File: src/hdl/bspc_pkg.sv
// constants, types and register map of the boot strap pin capture block
package bspc_pkg;

  // ************************************************************
  // register map, byte addresses on the configuration bus
  // ************************************************************
  localparam logic [31:0] BSPC_ROM_BASE       = 32'h0000_0000;
  localparam logic [31:0] BSPC_CAP_LOW_ADDR   = 32'h4000_0000;
  localparam logic [31:0] BSPC_CAP_HIGH_ADDR  = 32'h4000_0004;
  localparam logic [31:0] BSPC_CFG_REGION_END = 32'h4000_0083;

  // ************************************************************
  // widths and reset values
  // ************************************************************
  localparam int          BSPC_CAP_BITS     = 8;
  localparam int          BSPC_PIN_COUNT    = 16;
  localparam logic [7:0]  BSPC_CAP_RESET    = 8'h00;
  localparam logic [31:0] BSPC_RDATA_RESET  = 32'h0000_0000;
  localparam logic [23:0] BSPC_RSVD_READ    = 24'h00_0000;
  localparam logic        BSPC_EXT_RST_IDLE = 1'b1;
  localparam logic [15:0] BSPC_PINS_IDLE    = 16'h0000;

  // ************************************************************
  // field positions inside the capture words
  // ************************************************************
  localparam int BSPC_LOW_SLAVE_OUT = 7;
  localparam int BSPC_LOW_SLAVE_IN  = 6;
  localparam int BSPC_LOW_CLOCK     = 5;
  localparam int BSPC_HIGH_HOST_SEL = 5;
  localparam int BSPC_HIGH_HOST_D0  = 4;

  // host port configuration bit positions
  localparam int         BSPC_HPC_BYTE_ADDR = 2;
  localparam int         BSPC_HPC_FULL      = 1;
  localparam int         BSPC_HPC_NON_MUX   = 0;
  localparam logic [2:0] BSPC_HPC_RESET     = 3'h0;

  // ************************************************************
  // decoded boot mode codes
  // ************************************************************
  localparam logic [2:0] BSPC_BM_HOST       = 3'h0;
  localparam logic [2:0] BSPC_BM_FLASH      = 3'h1;
  localparam logic [2:0] BSPC_BM_SER_MASTER = 3'h2;
  localparam logic [2:0] BSPC_BM_SER_SLAVE  = 3'h3;
  localparam logic [2:0] BSPC_BM_TWI_MASTER = 3'h4;
  localparam logic [2:0] BSPC_BM_TWI_SLAVE  = 3'h5;
  localparam logic [2:0] BSPC_BM_INVALID    = 3'h7;

  // ************************************************************
  // carriers
  // ************************************************************
  typedef struct packed {
    logic [31:0] addr;
    logic [31:0] wdata;
    logic        wr;
    logic        rd;
  } bspc_req_t;

  typedef struct packed {
    logic [7:0] high;
    logic [7:0] low;
  } bspc_cap_t;

  // capture sequencer, one-hot
  typedef enum logic [1:0] {
    BSPC_ST_RUN  = 2'b01,
    BSPC_ST_HELD = 2'b10
  } bspc_state_t;

endpackage

File: src/hdl/bspc_sync.sv
// two-stage synchroniser for asynchronous pin levels
module bspc_sync
  import bspc_pkg::*;
#(
  parameter int           WIDTH = 1,
  parameter logic [WIDTH-1:0] IDLE  = '0
) (
  input  wire logic             sys_clk,
  input  wire logic             rst,
  input  wire logic [WIDTH-1:0] async_in,
  output      logic [WIDTH-1:0] sync_out
);

  logic [WIDTH-1:0] stage1;
  logic [WIDTH-1:0] next_stage1;
  logic [WIDTH-1:0] next_sync_out;

  // ************************************************************
  // next values; stage1 feeds only the second stage
  // ************************************************************
  always_comb begin
    next_stage1   = async_in;
    next_sync_out = stage1;
  end

  // idle value keeps a reset from looking like a pin edge
  always_ff @(posedge sys_clk) begin
    if (rst) begin
      stage1   <= IDLE;
      sync_out <= IDLE;
    end else begin
      stage1   <= next_stage1;
      sync_out <= next_sync_out;
    end
  end

endmodule

File: src/hdl/bspc_top.sv
// boot strap pin capture: pin capture words, boot decode and register port
//
// Summary of operation
// After reset, instruction fetch starts from the internal ROM at address zero.
// The low capture word holds eight serial, two-wire and audio pin levels in bits 7..0.
// The high capture word holds eight more pins, host select in bit 5, host data 0 in bit 4.
// Each capture bit samples its pin when the external reset is released and then holds.
// Only the external reset pin reloads the capture words, no internal reset does.
// Debug and timer resets leave both capture words at their last captured values.
// Bits 31..8 of each capture word are reserved; they read zero, software writes zeros.
// The board straps host select and three serial pins to pick the boot mode.
// With host select low, the three serial pins are copied to the host port config bits.
// No requester accesses past the end of the configuration register region.
// The configuration region is accessed with whole words only.
// Writes to the capture words are ignored in every bit.
module bspc_top
  import bspc_pkg::*;
#(
  parameter int PIN_COUNT = BSPC_PIN_COUNT
) (
  input  wire logic                 sys_clk,
  input  wire logic                 rst,
  input  wire logic                 debug_reset_req,
  input  wire logic                 rti_reset_req,
  input  wire logic                 ext_reset_n,
  input  wire logic [PIN_COUNT-1:0] boot_pins,
  input  wire bspc_req_t            bus_req,
  output      logic [31:0]          bus_rdata,
  output      bspc_cap_t            capture,
  output      logic [2:0]           host_port_config_word,
  output      logic [2:0]           boot_mode,
  output      logic                 pins_captured,
  output      logic                 fetch_enable,
  output      logic [31:0]          fetch_addr
);

  // ************************************************************
  // pin synchronisers
  // ************************************************************
  logic                 ext_reset_n_sync;
  logic [PIN_COUNT-1:0] pins_sync;

  // reset pin idles released so an internal reset fakes no edge
  bspc_sync #(
    .WIDTH (1),
    .IDLE  (BSPC_EXT_RST_IDLE)
  ) u_sync_reset (
    .sys_clk  (sys_clk),
    .rst      (rst),
    .async_in (ext_reset_n),
    .sync_out (ext_reset_n_sync)
  );

  // pins run through the same depth, so they line up with the edge
  bspc_sync #(
    .WIDTH (PIN_COUNT),
    .IDLE  (PIN_COUNT'(BSPC_PINS_IDLE))
  ) u_sync_pins (
    .sys_clk  (sys_clk),
    .rst      (rst),
    .async_in (boot_pins),
    .sync_out (pins_sync)
  );

  // ************************************************************
  // internal resets
  // ************************************************************
  logic internal_reset;

  // debug and timer requests restart fetch only
  assign internal_reset = rst | debug_reset_req | rti_reset_req;

  // ************************************************************
  // capture sequencer
  // ************************************************************
  bspc_state_t state;
  bspc_state_t next_state;
  bspc_cap_t   next_capture;
  logic        next_pins_captured;
  logic        release_edge;

  // release seen while held is the rising edge of the pin
  assign release_edge = (state == BSPC_ST_HELD) && ext_reset_n_sync;

  always_comb begin
    next_state         = state;
    next_capture       = capture;
    next_pins_captured = pins_captured;
    case (state)
      BSPC_ST_RUN: begin
        // pin assertion arms recapture
        if (!ext_reset_n_sync) begin
          next_state         = BSPC_ST_HELD;
          next_capture.low   = BSPC_CAP_RESET;
          next_capture.high  = BSPC_CAP_RESET;
          next_pins_captured = 1'b0;
        end
      end
      BSPC_ST_HELD: begin
        if (release_edge) begin
          next_state         = BSPC_ST_RUN;
          // low word pin levels
          next_capture.low   = pins_sync[BSPC_CAP_BITS-1:0];
          // high word pin levels
          next_capture.high  = pins_sync[PIN_COUNT-1:BSPC_CAP_BITS];
          // sample at release
          next_pins_captured = 1'b1;
        end
      end
      default: begin
        next_state = BSPC_ST_RUN;
      end
    endcase
  end

  // capture words take no internal reset; only the sequencer does
  always_ff @(posedge sys_clk) begin
    if (rst) begin
      state <= BSPC_ST_RUN;
    end else begin
      state <= next_state;
    end
  end

  // hold between external resets
  always_ff @(posedge sys_clk) begin
    capture       <= next_capture;
    pins_captured <= next_pins_captured;
  end

  // ************************************************************
  // boot decode from the captured straps
  // ************************************************************
  logic       cap_host_sel;
  logic [2:0] cap_serial;
  logic [2:0] next_host_port_config_word;
  logic [2:0] next_boot_mode;

  assign cap_host_sel = capture.high[BSPC_HIGH_HOST_SEL];
  assign cap_serial   = {capture.low[BSPC_LOW_SLAVE_OUT],
                         capture.low[BSPC_LOW_SLAVE_IN],
                         capture.low[BSPC_LOW_CLOCK]};

  always_comb begin
    next_host_port_config_word = BSPC_HPC_RESET;
    next_boot_mode             = BSPC_BM_INVALID;
    if (!cap_host_sel) begin
      // straps into host port config
      next_host_port_config_word[BSPC_HPC_BYTE_ADDR] = cap_serial[2];
      next_host_port_config_word[BSPC_HPC_FULL]      = cap_serial[1];
      next_host_port_config_word[BSPC_HPC_NON_MUX]   = cap_serial[0];
      next_boot_mode = BSPC_BM_HOST;
    end else begin
      // board strap combinations, others flagged invalid
      case (cap_serial)
        3'h2:    next_boot_mode = BSPC_BM_FLASH;
        3'h1:    next_boot_mode = BSPC_BM_SER_MASTER;
        3'h3:    next_boot_mode = BSPC_BM_SER_SLAVE;
        3'h5:    next_boot_mode = BSPC_BM_TWI_MASTER;
        3'h7:    next_boot_mode = BSPC_BM_TWI_SLAVE;
        default: next_boot_mode = BSPC_BM_INVALID;
      endcase
    end
  end

  // decode lags the capture by one cycle
  always_ff @(posedge sys_clk) begin
    if (rst) begin
      host_port_config_word <= BSPC_HPC_RESET;
      boot_mode             <= BSPC_BM_INVALID;
    end else begin
      host_port_config_word <= next_host_port_config_word;
      boot_mode             <= next_boot_mode;
    end
  end

  // ************************************************************
  // instruction fetch start
  // ************************************************************
  logic        next_fetch_enable;
  logic [31:0] next_fetch_addr;

  always_comb begin
    // fetch from ROM base
    next_fetch_addr   = BSPC_ROM_BASE;
    next_fetch_enable = 1'b0;
    // fetch waits while the external pin still holds the part
    if (!internal_reset && (next_state == BSPC_ST_RUN)) begin
      next_fetch_enable = 1'b1;
    end
  end

  always_ff @(posedge sys_clk) begin
    if (rst) begin
      fetch_enable <= 1'b0;
      fetch_addr   <= BSPC_ROM_BASE;
    end else begin
      fetch_enable <= next_fetch_enable;
      fetch_addr   <= next_fetch_addr;
    end
  end

  // ************************************************************
  // register port
  // ************************************************************
  logic [31:0] next_bus_rdata;

  // whole-word decode, address must match exactly
  always_comb begin
    next_bus_rdata = BSPC_RDATA_RESET;
    if (bus_req.rd) begin
      case (bus_req.addr)
        // reserved bits read zero
        BSPC_CAP_LOW_ADDR:  next_bus_rdata = {BSPC_RSVD_READ, capture.low};
        BSPC_CAP_HIGH_ADDR: next_bus_rdata = {BSPC_RSVD_READ, capture.high};
        default:            next_bus_rdata = BSPC_RDATA_RESET;
      endcase
    end
    // writes have no target here, bus_req.wr is dropped
  end

  // read data stands for one cycle only
  always_ff @(posedge sys_clk) begin
    if (rst) begin
      bus_rdata <= BSPC_RDATA_RESET;
    end else begin
      bus_rdata <= next_bus_rdata;
    end
  end

endmodule

File: config.mk
export PLATFORM = sky130hd
export DESIGN_NAME = bspc_top
export DESIGN_NICKNAME = d
export VERILOG_FILES = /design/src/hdl/bspc_pkg.sv /design/src/hdl/bspc_sync.sv /design/src/hdl/bspc_top.sv
export SDC_FILE = /design/constraint.sdc
export NUM_CORES = 1
export LEC_CHECK = 0
export ABC_AREA = 1
export BUFFER_PORTS_ARGS = -buffer_cell sky130_fd_sc_hd__buf_2
export CORE_ASPECT_RATIO = 1.5
export CORE_MARGIN = 2
export CORE_UTILIZATION = 31
export DETAILED_ROUTE_END_ITERATION = 8
export GPL_ROUTABILITY_DRIVEN = 0
export GPL_TIMING_DRIVEN = 0
export MAX_ROUTING_LAYER = met4
export PLACE_DENSITY = 0.65
export SYNTH_ARGS = -nofsm -noshare
export SYNTH_HDL_FRONTEND = slang
export SYNTH_SLANG_ARGS = --single-unit
File: constraint.sdc
create_clock -name sys_clk -period 4.41 [get_ports sys_clk]
set_input_delay 0.882 -clock sys_clk [delete_from_list [all_inputs] [get_ports sys_clk]]
set_output_delay 0.882 -clock sys_clk [all_outputs]
set_load 0.01 [all_outputs]
==> load_flow_metrics.sql, run 1 <==
INSERT INTO impl_metrics (metric_group, metric, value, unit) VALUES
('run_status', 'outcome', 'completed', ''),
('logic_synthesis', 'synthesized_netlist_cell_count', '358', ''),
('global_routing', 'overflow', '0', ''),
('finish', 'layout-drive-gt1-share', '32.88', '%'),
('hold_path', 'min_path_type', 'flop to flop', ''),
('drt', 'avgRoutedWirePerCell', '8.474', 'µm'),
('clock_tree', 'post_cts_resized', '0', ''),
('global_routing', 'vias_in_the_first_global_route', '1941', ''),
('critical_path', 'arrival_time_worst_endpoint', '1910', 'ps'),
('critical_path', 'path_cells', 'inv_1 > ha_1 > buf_2 > nand2_1 > o21ai_1 > buf_4', ''),
('pwr', 'power_density_normalized_to_cell_area', '388.8', 'nW/µm²'),
('critical_path', 'r2r-end', 'capture[11]', ''),
('sta', 'report.final.hold_viol_count', '0', ''),
('sta', 'finalWorstPathRequiredPeriod', '1887', 'ps'),
('logic_synthesis', 'synth_ff_type', 'sky130_fd_sc_hd__dfxtp_1', ''),
('sta', 'maxSlewViolCount', '0', ''),
('logic_synthesis', 'syn-cell-area', '2969', 'µm²'),
('floorplan', 'floorplan.core_area', '9308', 'µm²'),
('clock_tree', 'clock_path_buffers', '2', ''),
('sta', 'grt_setup_unrepaired', 'no', ''),
('floorplan', 'die_w', '83.91', 'µm'),
('clock_tree', 'cts_tree', 'done', ''),
('floorplan', 'initial_core_util', '31.90', '%'),
('critical_path', 'critical_path_s_largest_stage_delay', '420', 'ps'),
('logic_synthesis', 'synth_largest_type_area_fraction', '34.39', '%'),
('critical_path', 'timing.critical_path.to_type', 'flop', ''),
('logic_synthesis', 'synth.distinct_cells', '23', ''),
('clock_tree', 'clk_latency', '320', 'ps'),
('critical_path', 'startpoint_type', 'flop', ''),
('global_routing', 'global_route_wire_length_before_repair', '8.459', 'mm'),
('critical_path', 'ff2ff_path_depth', '6', ''),
('drt', 'drt_drc_violations_left', '0', ''),
('sta', 'finalClockSkew', '5.117', 'ps'),
('drt', 'first_pass_iters', '4', ''),
('drt', 'detail-route-antenna-nets', '0', ''),
('sta', 'timing.final.crit_share', '42.79', '%'),
('critical_path', 'timing.critical_path.fanout_max', '12', ''),
('finish', 'num_antenna_cells', '0', ''),
('global_routing', 'antenna_found_initial', '0', ''),
('sta', 'max_slew_margin', '66.28', '%'),
('finish', 'multi_input_combinational_cell_area', '857.1', 'µm²'),
('critical_path', 'crit_slowest_cell', 'sky130_fd_sc_hd__o21ai_1', ''),
('floorplan', 'floorplan.die.height', '123.9', 'µm'),
('clock_tree', 'cts.root.buffer_cell', 'sky130_fd_sc_hd__clkbuf_16', ''),
('floorplan', 'die_footprint', '10390', 'µm²'),
('pwr', 'ir_worst_vdd', '242.2', 'µV'),
('hold_path', 'holdCritStartpoint', 'u_sync_pins.next_sync_out[6]', ''),
('sta', 'finalSetupViolCount', '0', ''),
('finish', 'fin_nets', '598', ''),
('floorplan', 'num_io_pins', '175', ''),
('drt', 'total_number_of_vias', '2222', ''),
('critical_path', 'timing.setup.critical_path_class', 'flop to flop', ''),
('hold_path', 'timing.hold.worst_path_depth', '2', ''),
('logic_synthesis', 'post-synth-top-count-cell', 'sky130_fd_sc_hd__inv_1', ''),
('logic_synthesis', 'synth_top_area_cell', 'sky130_fd_sc_hd__dfxtp_1', ''),
('finish', 'syn_to_final_growth', '36.54', '%'),
('pwr', 'static-leakage-power', '2.355', 'nW'),
('clock_tree', 'cts_post_setup_buffers_inserted', '0', ''),
('clock_tree', 'clock_sink_count', '68', ''),
('clock_tree', 'hold_buffers', '0', ''),
('critical_path', 'worst_r2r_startpoint', 'state[0]', ''),
('sta', 'setup_tns', '0', 'ps'),
('logic_synthesis', 'postSynth.asyncResetShare', '0', '%'),
('clock_tree', 'cts-htree-levels', '3', ''),
('critical_path', 'reg2reg_setup_slack', '2520', 'ps'),
('pwr', 'power.total', '1.576', 'mW'),
('finish', 'layout.area.seq', '1531', 'µm²'),
('drt', 'detailedRoute.firstIterationViolations', '65', ''),
('global_routing', 'grt_max_degree', '13', ''),
('flow_run', 'max_cap_violations', '0', ''),
('logic_synthesis', 'synth.top_cells.by_area', 'sky130_fd_sc_hd__dfxtp_1, sky130_fd_sc_hd__edfxtp_1, sky130_fd_sc_hd__buf_4, sky130_fd_sc_hd__inv_1, sky130_fd_sc_hd__nor2_1', '');
[cell type report]
type	count	share of cell area (%)
Sequential cell	68	37.78
Timing Repair Buffer	85	10.56
Clock inverter	5	1.389
Tap cell	112	3.457
Buffer	63	11.27
Multi-Input combinational cell	194	21.14
Inverter	88	8.148
Clock buffer	11	6.265
[power by group]
part	internal [mW]	leakage (nW)	switching (mW)
sequential	0.671	0.579	0.0132
clock	0.472	0.155	0.248
combinational	0.0809	1.62	0.0910
[cell families after synthesis]
group | after synthesis | synth area share (%)
simple gates | 120 | 17.99
other cells | 1 | 0.1263
buf+inv | 151 | 26.51
compound gates | 16 | 2.950
flops | 68 | 51.58
fa+ha+maj | 2 | 0.8427
[flip-flops by register name (all words and copies together) (netlist names)]
signal	flops
u_sync_pins.sync_out	16
host_port_config_word	3
capture	16
u_sync_pins.next_sync_out	16
boot_mode	3
pins_captured	1
u_sync_reset.sync_out	1
u_sync_reset.next_sync_out	1
state	2
bus_rdata	8
fetch_enable	1
[through the flow]
| stage | utilization, % | cell area (µm²) | cells | hold slack (ps) |
|---|---|---|---|---|
| final | 43.55 | 4054 | 626 | 400.7 |
| after CTS | 43.55 | 4054 | 626 | 402.1 |
| after floorplan | - | 3176 | 413 | 388.3 |
| after global routing | 43.55 | 4054 | 626 | 412.2 |
| after global placement | 40.14 | 3736 | 609 | 395.0 |
| after detailed placement | 40.22 | 3744 | 610 | 394.5 |
[worst max-delay path: cells and delay by family (launching register included)]
kind	cells	cell delay [ps]
adder cells (fa/ha/maj)	1	160
AND/OR/NAND/NOR	1	100
flip-flops	1	330
buffers and inverters	3	590
AO/OA/AOI/OAI	1	420
[how the worst max path moves through the flow]
| stage | startpoint | end |
|---|---|---|
| 2_1_floorplan | state[0] | capture[0] |
| 3_3_place_gp | state[0] | capture[11] |
| 3_5_place_dp | bus_req[54] | bus_rdata[6] |
| 4_1_cts | state[0] | capture[0] |
| 5_1_grt | state[0] | capture[6] |
| 6_report | state[0] | capture[11] |
[layer usage]
layer | up-vias | GRT usage, % | wire length (µm)
met1 | 904 | 10.15 | 1997
met3 | 5 | 4.042 | 412
met2 | 82 | 19.45 | 2829
met4 | 0 | 3.327 | 65
li1 | 1231 | - | -
met5 | - | - | 0
[placed cells by master, fill, tap and decap left out, types with 4 or more instances in the layout]
cell type	count
sky130_fd_sc_hd__inv_1	88
sky130_fd_sc_hd__buf_2	86
sky130_fd_sc_hd__buf_4	57
sky130_fd_sc_hd__conb_1	56
sky130_fd_sc_hd__nor2_1	51
sky130_fd_sc_hd__dfxtp_1	51
sky130_fd_sc_hd__nand2_1	46
sky130_fd_sc_hd__edfxtp_1	17
sky130_fd_sc_hd__nand3_1	13
sky130_fd_sc_hd__clkbuf_16	10
sky130_fd_sc_hd__a21oi_1	9
sky130_fd_sc_hd__o21ai_0	4
Note: power is estimated with default switching activity, not from simulation.
==> inputs of run 2 (changes only) <==
- clock period: 4.41 -> 1.8 ns (I/O delays scaled with it)
==> run 2 against run 1 <==
  * Global-route usage decreased by 0.36 points
  * Worst setup slack worse by 2300 ps
  * Via count down 0.23%
  * Core utilization up 0.43 points
  * Die area unchanged
  * Sequential power up 150%
  * Clock skew rose by 1.8 ps
  * Non-clock buffer count unchanged
  * Worst hold slack worse by 170 ps
  * Clock-buffer cell count increased by 2
  * Critical path depth is 1 higher
==> load_flow_metrics.sql, run 2 (same netlist as run 1, synthesis figures left out) <==
INSERT INTO impl_metrics (metric_group, metric, value, unit) VALUES
('global_routing', 'global_route_wire_length_before_repair', '8.273', 'mm'),
('critical_path', 'arrival_time_worst_endpoint', '1580', 'ps'),
('clock_tree', 'clk_latency', '320', 'ps'),
('floorplan', 'die_footprint', '10390', 'µm²'),
('pwr', 'internal_power', '3.034', 'mW'),
('clock_tree', 'hold_buffers', '0', ''),
('pwr', 'ir_worst_vdd', '497.5', 'µV'),
('finish', 'mostFrequentLayoutCells', 'sky130_fd_sc_hd__inv_1, sky130_fd_sc_hd__buf_2, sky130_fd_sc_hd__buf_4, sky130_fd_sc_hd__conb_1', ''),
('clock_tree', 'cts-htree-levels', '3', ''),
('finish', 'syn_to_final_growth', '37.88', '%'),
('floorplan', 'die_w', '83.91', 'µm'),
('placement', 'buffer_ports.inserted', '84', ''),
('critical_path', 'worst_setup_path_startpoint', 'state[0]', ''),
('hold_path', 'min_path_type', 'input port to flop', ''),
('drt', 'first_pass_iters', '4', ''),
('sta', 'report.final.hold_viol_count', '0', ''),
('global_routing', 'overflow', '0', ''),
('critical_path', 'timing.critical_path.to_type', 'flop', ''),
('placement', 'total_half_perimeter_wirelength_after_legalization_and_detailed_placement', '4.334', 'mm'),
('clock_tree', 'clock_sink_count', '68', ''),
('drt', 'drt_drc_violations_left', '0', ''),
('sta', 'finalClockSkew', '6.925', 'ps'),
('floorplan', 'num_io_pins', '175', ''),
('sta', 'setup_slack', '245.1', 'ps'),
('run_status', 'outcome', 'completed', ''),
('sta', 'grt_setup_unrepaired', 'no', ''),
('sta', 'final.hold.worst_slack', '228.8', 'ps'),
('global_routing', 'grt_max_degree', '18', ''),
('pwr', 'static-leakage-power', '2.366', 'nW'),
('placement', 'dp_cells', '609', ''),
('sta', 'maxSlewViolCount', '0', ''),
('finish', 'count_of_placed_standard_cells_in_the_final_layout_fillers_left_out', '626', ''),
('global_routing', 'antenna_found_initial', '0', ''),
('critical_path', 'worst_r2r_startpoint', 'state[0]', ''),
('pwr', 'net-switching-power', '0.8742', 'mW'),
('floorplan', 'floorplan.core_area', '9308', 'µm²'),
('finish', 'most_frequent_standard_cell_in_the_layout_excluding_fill_and_tap_cells', 'sky130_fd_sc_hd__inv_1', ''),
('critical_path', 'timing.critical_path.fanout_max', '17', ''),
('clock_tree', 'cts_buffers', '9', ''),
('critical_path', 'worst_ep_required_time', '1820', 'ps'),
('sta', 'finalWorstPathRequiredPeriod', '1555', 'ps'),
('pwr', 'switching_share', '22.37', '%'),
('critical_path', 'startpoint_type', 'flop', ''),
('pwr', 'sequential_fraction_of_design_power', '42.9', '%'),
('clock_tree', 'path_clk_slew', '50', 'ps'),
('drt', 'avgRoutedWirePerCell', '8.522', 'µm'),
('drt', 'total_number_of_vias', '2217', ''),
('hold_path', 'holdCritStartpoint', 'ext_reset_n', ''),
('drt', 'detail-route-antenna-nets', '0', ''),
('drt', 'drt-total-wl', '5.335', 'mm'),
('finish', 'layout-drive-gt1-share', '33.07', '%'),
('clock_tree', 'cts_tree', 'done', ''),
('sta', 'achievable-frequency', '643.1', 'MHz'),
('pwr', 'power_frac_clock', '46.0', '%'),
('clock_tree', 'cts.root.buffer_cell', 'sky130_fd_sc_hd__clkbuf_16', ''),
('global_routing', 'vias_in_the_first_global_route', '1959', ''),
('floorplan', 'floorplan.die.height', '123.9', 'µm'),
('finish', 'final_util', '43.98', '%'),
('drt', 'detailedRoute.firstIterationViolations', '70', ''),
('pwr', 'combPwrFrac', '11.1', '%'),
('critical_path', 'timing.setup.critical_path_class', 'flop to flop', ''),
('sta', 'finalSetupViolCount', '0', ''),
('finish', 'num_antenna_cells', '0', ''),
('flow_run', 'max_cap_violations', '0', ''),
('global_routing', 'track_usage', '10.17', '%'),
('floorplan', 'initial_core_util', '31.90', '%'),
('clock_tree', 'clock_path_buffers', '2', ''),
('drt', 'drt-vias-per-instance', '3.542', ''),
('sta', 'setup_tns', '0', 'ps'),
('sta', 'timing.final.crit_share', '86.38', '%'),
('pwr', 'power_density_normalized_to_cell_area', '954.7', 'nW/µm²'),
('placement', 'detailedPlace.worstSlack', '-129.6', 'ps'),
('floorplan', 'placementRows', '43', ''),
('finish', 'fin_nets', '598', '');
run 2: cell count changes in the layout (fill, tap and decap cells not counted), sizes merged:
| cell | change |
|---|---|
| inv | -2 |
| clkinv | +1 |
| bufinv | -1 |
| clkbuf | +2 |
run 2: repair_timing:
action / in CTS / in global routing
buffers inserted: 0 / 1
gates resized for setup: 1 / 0
pin swaps: 0 / 1
endpoints found under the setup margin: 17 / 17
run 2: power groups by stage:
stage	combinational (mW)	sequential (mW)	clock (mW)
CTS	0.425	1.68	1.83
detailed placement	0.417	1.71	0
global placement	0.405	1.70	0
floorplan	0.287	1.72	0
global route	0.489	1.68	1.90
finish	0.435	1.68	1.80
run 2: critical path, cell delays in order (launching register included):
cell                      delay, ps
sky130_fd_sc_hd__dfxtp_1        360
sky130_fd_sc_hd__inv_1           70
sky130_fd_sc_hd__ha_1           200
sky130_fd_sc_hd__buf_2          180
sky130_fd_sc_hd__inv_1          110
sky130_fd_sc_hd__nand2_1        100
sky130_fd_sc_hd__o21ai_4         80
sky130_fd_sc_hd__buf_12         170
run 2: routing by layer:
metal  global-route usage [%]  vias to the layer above  share of wire (%)
met5                        -                        -                  0
met4                    4.032                        0                1.3
met1                    9.867                      900                 36
li1                         -                     1232                  -
met2                    19.05                       79                 55
met3                    2.916                        6                6.9
run 2: final cells by class:
type,instances,area [µm²]
inverter,88,330.3
clock buffer,13,304.0
sequential,68,1531
buffer,63,456.7
tap,112,140.1
clock inverter,3,22.52
fill,934,5214
timing repair buffer,85,440.4
multi-input combinational,194,868.3
run 2: worst paths after layout:
path | to | slack (ps) | cells past startpoint
setup / recovery | capture[5] | 250 | 7
hold / removal | u_sync_reset.next_sync_out | 230 | 2
setup reg to reg | capture[5] | 250 | 7
hold reg to reg | u_sync_pins.sync_out[4] | 400 | 2
run 2: stage by stage:
stage          cell area [µm²]  total power, mW
2_1_floorplan             3179            2.002
4_1_cts                   4074            3.930
6_report                  4094            3.908
3_3_place_gp              3740            2.110
3_5_place_dp              3740            2.125
5_1_grt                   4094            4.070
==> inputs of run 3 (changes only) <==
- clock period: 1.8 -> 2 ns (I/O delays scaled with it)
==> run 3 against run 2 <==
  * Sequential cell count unchanged
  * Critical path depth down 2
  * Critical path type unchanged
  * Largest cell class unchanged
  * Sequential share of layout area up 0.46 points
  * Clock power down 17%
  * First-iteration DRC count down 11%
  * Die area unchanged
  * Combinational power down 11%
  * Highest routed layer unchanged
  * Worst setup slack better by 62 ps
  * Global-route usage up 0.76 points
==> load_flow_metrics.sql, run 3 (same netlist as run 1, synthesis figures left out) <==
INSERT INTO impl_metrics (metric_group, metric, value, unit) VALUES
('sta', 'timing.final.crit_share', '84.63', '%'),
('pwr', 'power_density_normalized_to_cell_area', '840.5', 'nW/µm²'),
('sta', 'maxSlewViolCount', '0', ''),
('finish', 'fillerInstances', '983', ''),
('global_routing', 'vias_in_the_first_global_route', '2034', ''),
('clock_tree', 'clock_path_buffers', '2', ''),
('global_routing', 'met3_usage', '3.645', '%'),
('floorplan', 'initial_core_util', '31.90', '%'),
('critical_path', 'reg2reg_setup_slack', '310', 'ps'),
('placement', 'dpl_cell_area', '3736', 'µm²'),
('drt', 'detailedRoute.firstIterationViolations', '62', ''),
('drt', 'drt-vias-per-instance', '3.618', ''),
('sta', 'finalWorstPathRequiredPeriod', '1693', 'ps'),
('critical_path', 'ff2ff_path_depth', '5', ''),
('critical_path', 'timing.critical_path.fanout_max', '17', ''),
('global_routing', 'global_route.usage.met2', '19.75', '%'),
('global_routing', 'overflow', '0', ''),
('sta', 'achievable-frequency', '590.8', 'MHz'),
('pwr', 'static-leakage-power', '2.337', 'nW'),
('floorplan', 'floorplan.die.height', '123.9', 'µm'),
('clock_tree', 'cts.root.buffer_cell', 'sky130_fd_sc_hd__clkbuf_16', ''),
('critical_path', 'worst_r2r_startpoint', 'state[0]', ''),
('clock_tree', 'clock_sink_count', '68', ''),
('global_routing', 'grt.met1_usage', '10.26', '%'),
('finish', 'fin_nets', '597', ''),
('critical_path', 'arrival_time_worst_endpoint', '1650', 'ps'),
('finish', 'syn_to_final_growth', '36.20', '%'),
('critical_path', 'startpoint_type', 'flop', ''),
('run_status', 'outcome', 'completed', ''),
('finish', 'postLayoutCellArea', '4044', 'µm²'),
('floorplan', 'floorplan.core_area', '9308', 'µm²'),
('finish', 'final_util', '43.45', '%'),
('floorplan', 'num_io_pins', '175', ''),
('global_routing', 'grt_max_degree', '18', ''),
('drt', 'detail-route-antenna-nets', '0', ''),
('sta', 'report.final.hold_viol_count', '0', ''),
('floorplan', 'die_w', '83.91', 'µm'),
('clock_tree', 'cts_buffers', '9', ''),
('drt', 'drt_drc_violations_left', '0', ''),
('floorplan', 'die_footprint', '10390', 'µm²'),
('global_routing', 'global_route_wire_length_before_repair', '8.749', 'mm'),
('critical_path', 'r2r-end', 'capture[6]', ''),
('finish', 'most_frequent_standard_cell_in_the_layout_excluding_fill_and_tap_cells', 'sky130_fd_sc_hd__inv_1', ''),
('clock_tree', 'cts_post_setup_buffers_inserted', '0', ''),
('critical_path', 'timing.critical_path.to_type', 'flop', ''),
('sta', 'max_slew_margin', '64.76', '%'),
('clock_tree', 'clk_latency', '320', 'ps'),
('finish', 'layout-drive-gt1-share', '33.14', '%'),
('drt', 'total_number_of_vias', '2261', ''),
('hold_path', 'holdCritStartpoint', 'ext_reset_n', ''),
('drt', 'drt-total-wl', '5.363', 'mm'),
('sta', 'finalSetupViolCount', '0', ''),
('sta', 'grt_setup_unrepaired', 'no', ''),
('global_routing', 'track_usage', '10.93', '%'),
('global_routing', 'antenna_found_initial', '0', ''),
('clock_tree', 'cts_tree', 'done', ''),
('placement', 'total_half_perimeter_wirelength_after_legalization_and_detailed_placement', '4.413', 'mm'),
('sta', 'finalClockSkew', '5.863', 'ps'),
('sta', 'worstMarginPinSlew', '526.6', 'ps'),
('critical_path', 'worst_ep_required_time', '1960', 'ps'),
('flow_run', 'max_cap_violations', '0', ''),
('floorplan', 'placementRows', '43', ''),
('hold_path', 'hold_path_end', 'u_sync_reset.next_sync_out', ''),
('drt', 'avgRoutedWirePerCell', '8.581', 'µm'),
('hold_path', 'min_path_type', 'input port to flop', ''),
('clock_tree', 'path_clk_slew', '50', 'ps'),
('critical_path', 'timing.setup.critical_path_class', 'flop to flop', ''),
('clock_tree', 'cts-htree-levels', '3', ''),
('hold_path', 'timing.hold.worst_path_depth', '2', ''),
('drt', 'first_pass_iters', '4', ''),
('finish', 'num_antenna_cells', '0', ''),
('global_routing', 'busiest_layer', 'met2', ''),
('placement', 'buffer_ports.inserted', '84', ''),
('finish', 'mostFrequentLayoutCells', 'sky130_fd_sc_hd__inv_1, sky130_fd_sc_hd__buf_2, sky130_fd_sc_hd__buf_4, sky130_fd_sc_hd__conb_1', ''),
('pwr', 'ir_worst_vdd', '455.2', 'µV');
==> run 3: cell count changes in the layout (fill, tap and decap cells not counted), sizes merged <==
cell / previous run / this run
buf: 147 / 146
clkbuf: 14 / 11
clkinvlp: 0 / 2
inv: 88 / 89
==> run 3: power breakdown <==
part / internal [mW] / total, mW / switching, mW / leakage, nW
Combinational: 0.179 / 0.387 / 0.208 / 1.62
Clock: 0.919 / 1.50 / 0.585 / 0.140
Sequential: 1.48 / 1.51 / 0.0294 / 0.579
==> run 3: metrics by stage <==
step                      setup TNS [ps]  std cells  power [mW]  hold WS [ps]  setup slack (ps)
after floorplan                        0        413       1.800         388.3             44.63
after global placement             -4206        609       1.897         394.3            -248.3
after detailed placement           -6036        609       1.915         396.1            -356.1
after CTS                              0        625       3.421         250.0             75.70
after global routing                   0        625       3.539         256.8             205.1
final                                  0        625       3.399         258.9             307.4
==> run 3: what timing repair did <==
| item | 4_1_cts | 5_1_grt |
|---|---|---|
| gates resized for setup | 1 | 1 |
| cloned | 0 | 0 |
| setup endpoints to repair | 17 | 3 |
| hold buffers | 0 | 0 |
==> run 3: worst max path at each step <==
stage	startpoint	end	slack, ps	depth (start not counted)
finish	state[0]	capture[6]	310	5
floorplan	state[0]	capture[0]	40	5
CTS	state[0]	capture[15]	80	5
global route	state[0]	capture[6]	210	5
global placement	state[0]	capture[11]	-250	5
detailed placement	state[0]	capture[10]	-360	5
==> run 3: layout make-up <==
cell class,instances,area (µm²),area share (%)
Clock buffer,10,250.2,6.188
Multi-Input combinational cell,194,868.3,21.47
Timing Repair Buffer,84,420.4,10.40
Buffer,63,456.7,11.29
Sequential cell,68,1531,37.87
Inverter,88,330.3,8.168
Tap cell,112,140.1,3.465
Clock inverter,6,46.29,1.145
==> run 3: critical path: stages (launching register included) <==
cell,delay [ps]
sky130_fd_sc_hd__dfxtp_1,320
sky130_fd_sc_hd__inv_1,80
sky130_fd_sc_hd__ha_1,160
sky130_fd_sc_hd__buf_2,200
sky130_fd_sc_hd__nand2_1,120
sky130_fd_sc_hd__o21ai_4,450
==> run 3: metal layers <==
metal | up-vias | wire (µm)
met5 | - | 0
met4 | 0 | 106
met3 | 12 | 403
met2 | 79 | 2913
met1 | 940 | 1940
li1 | 1230 | -
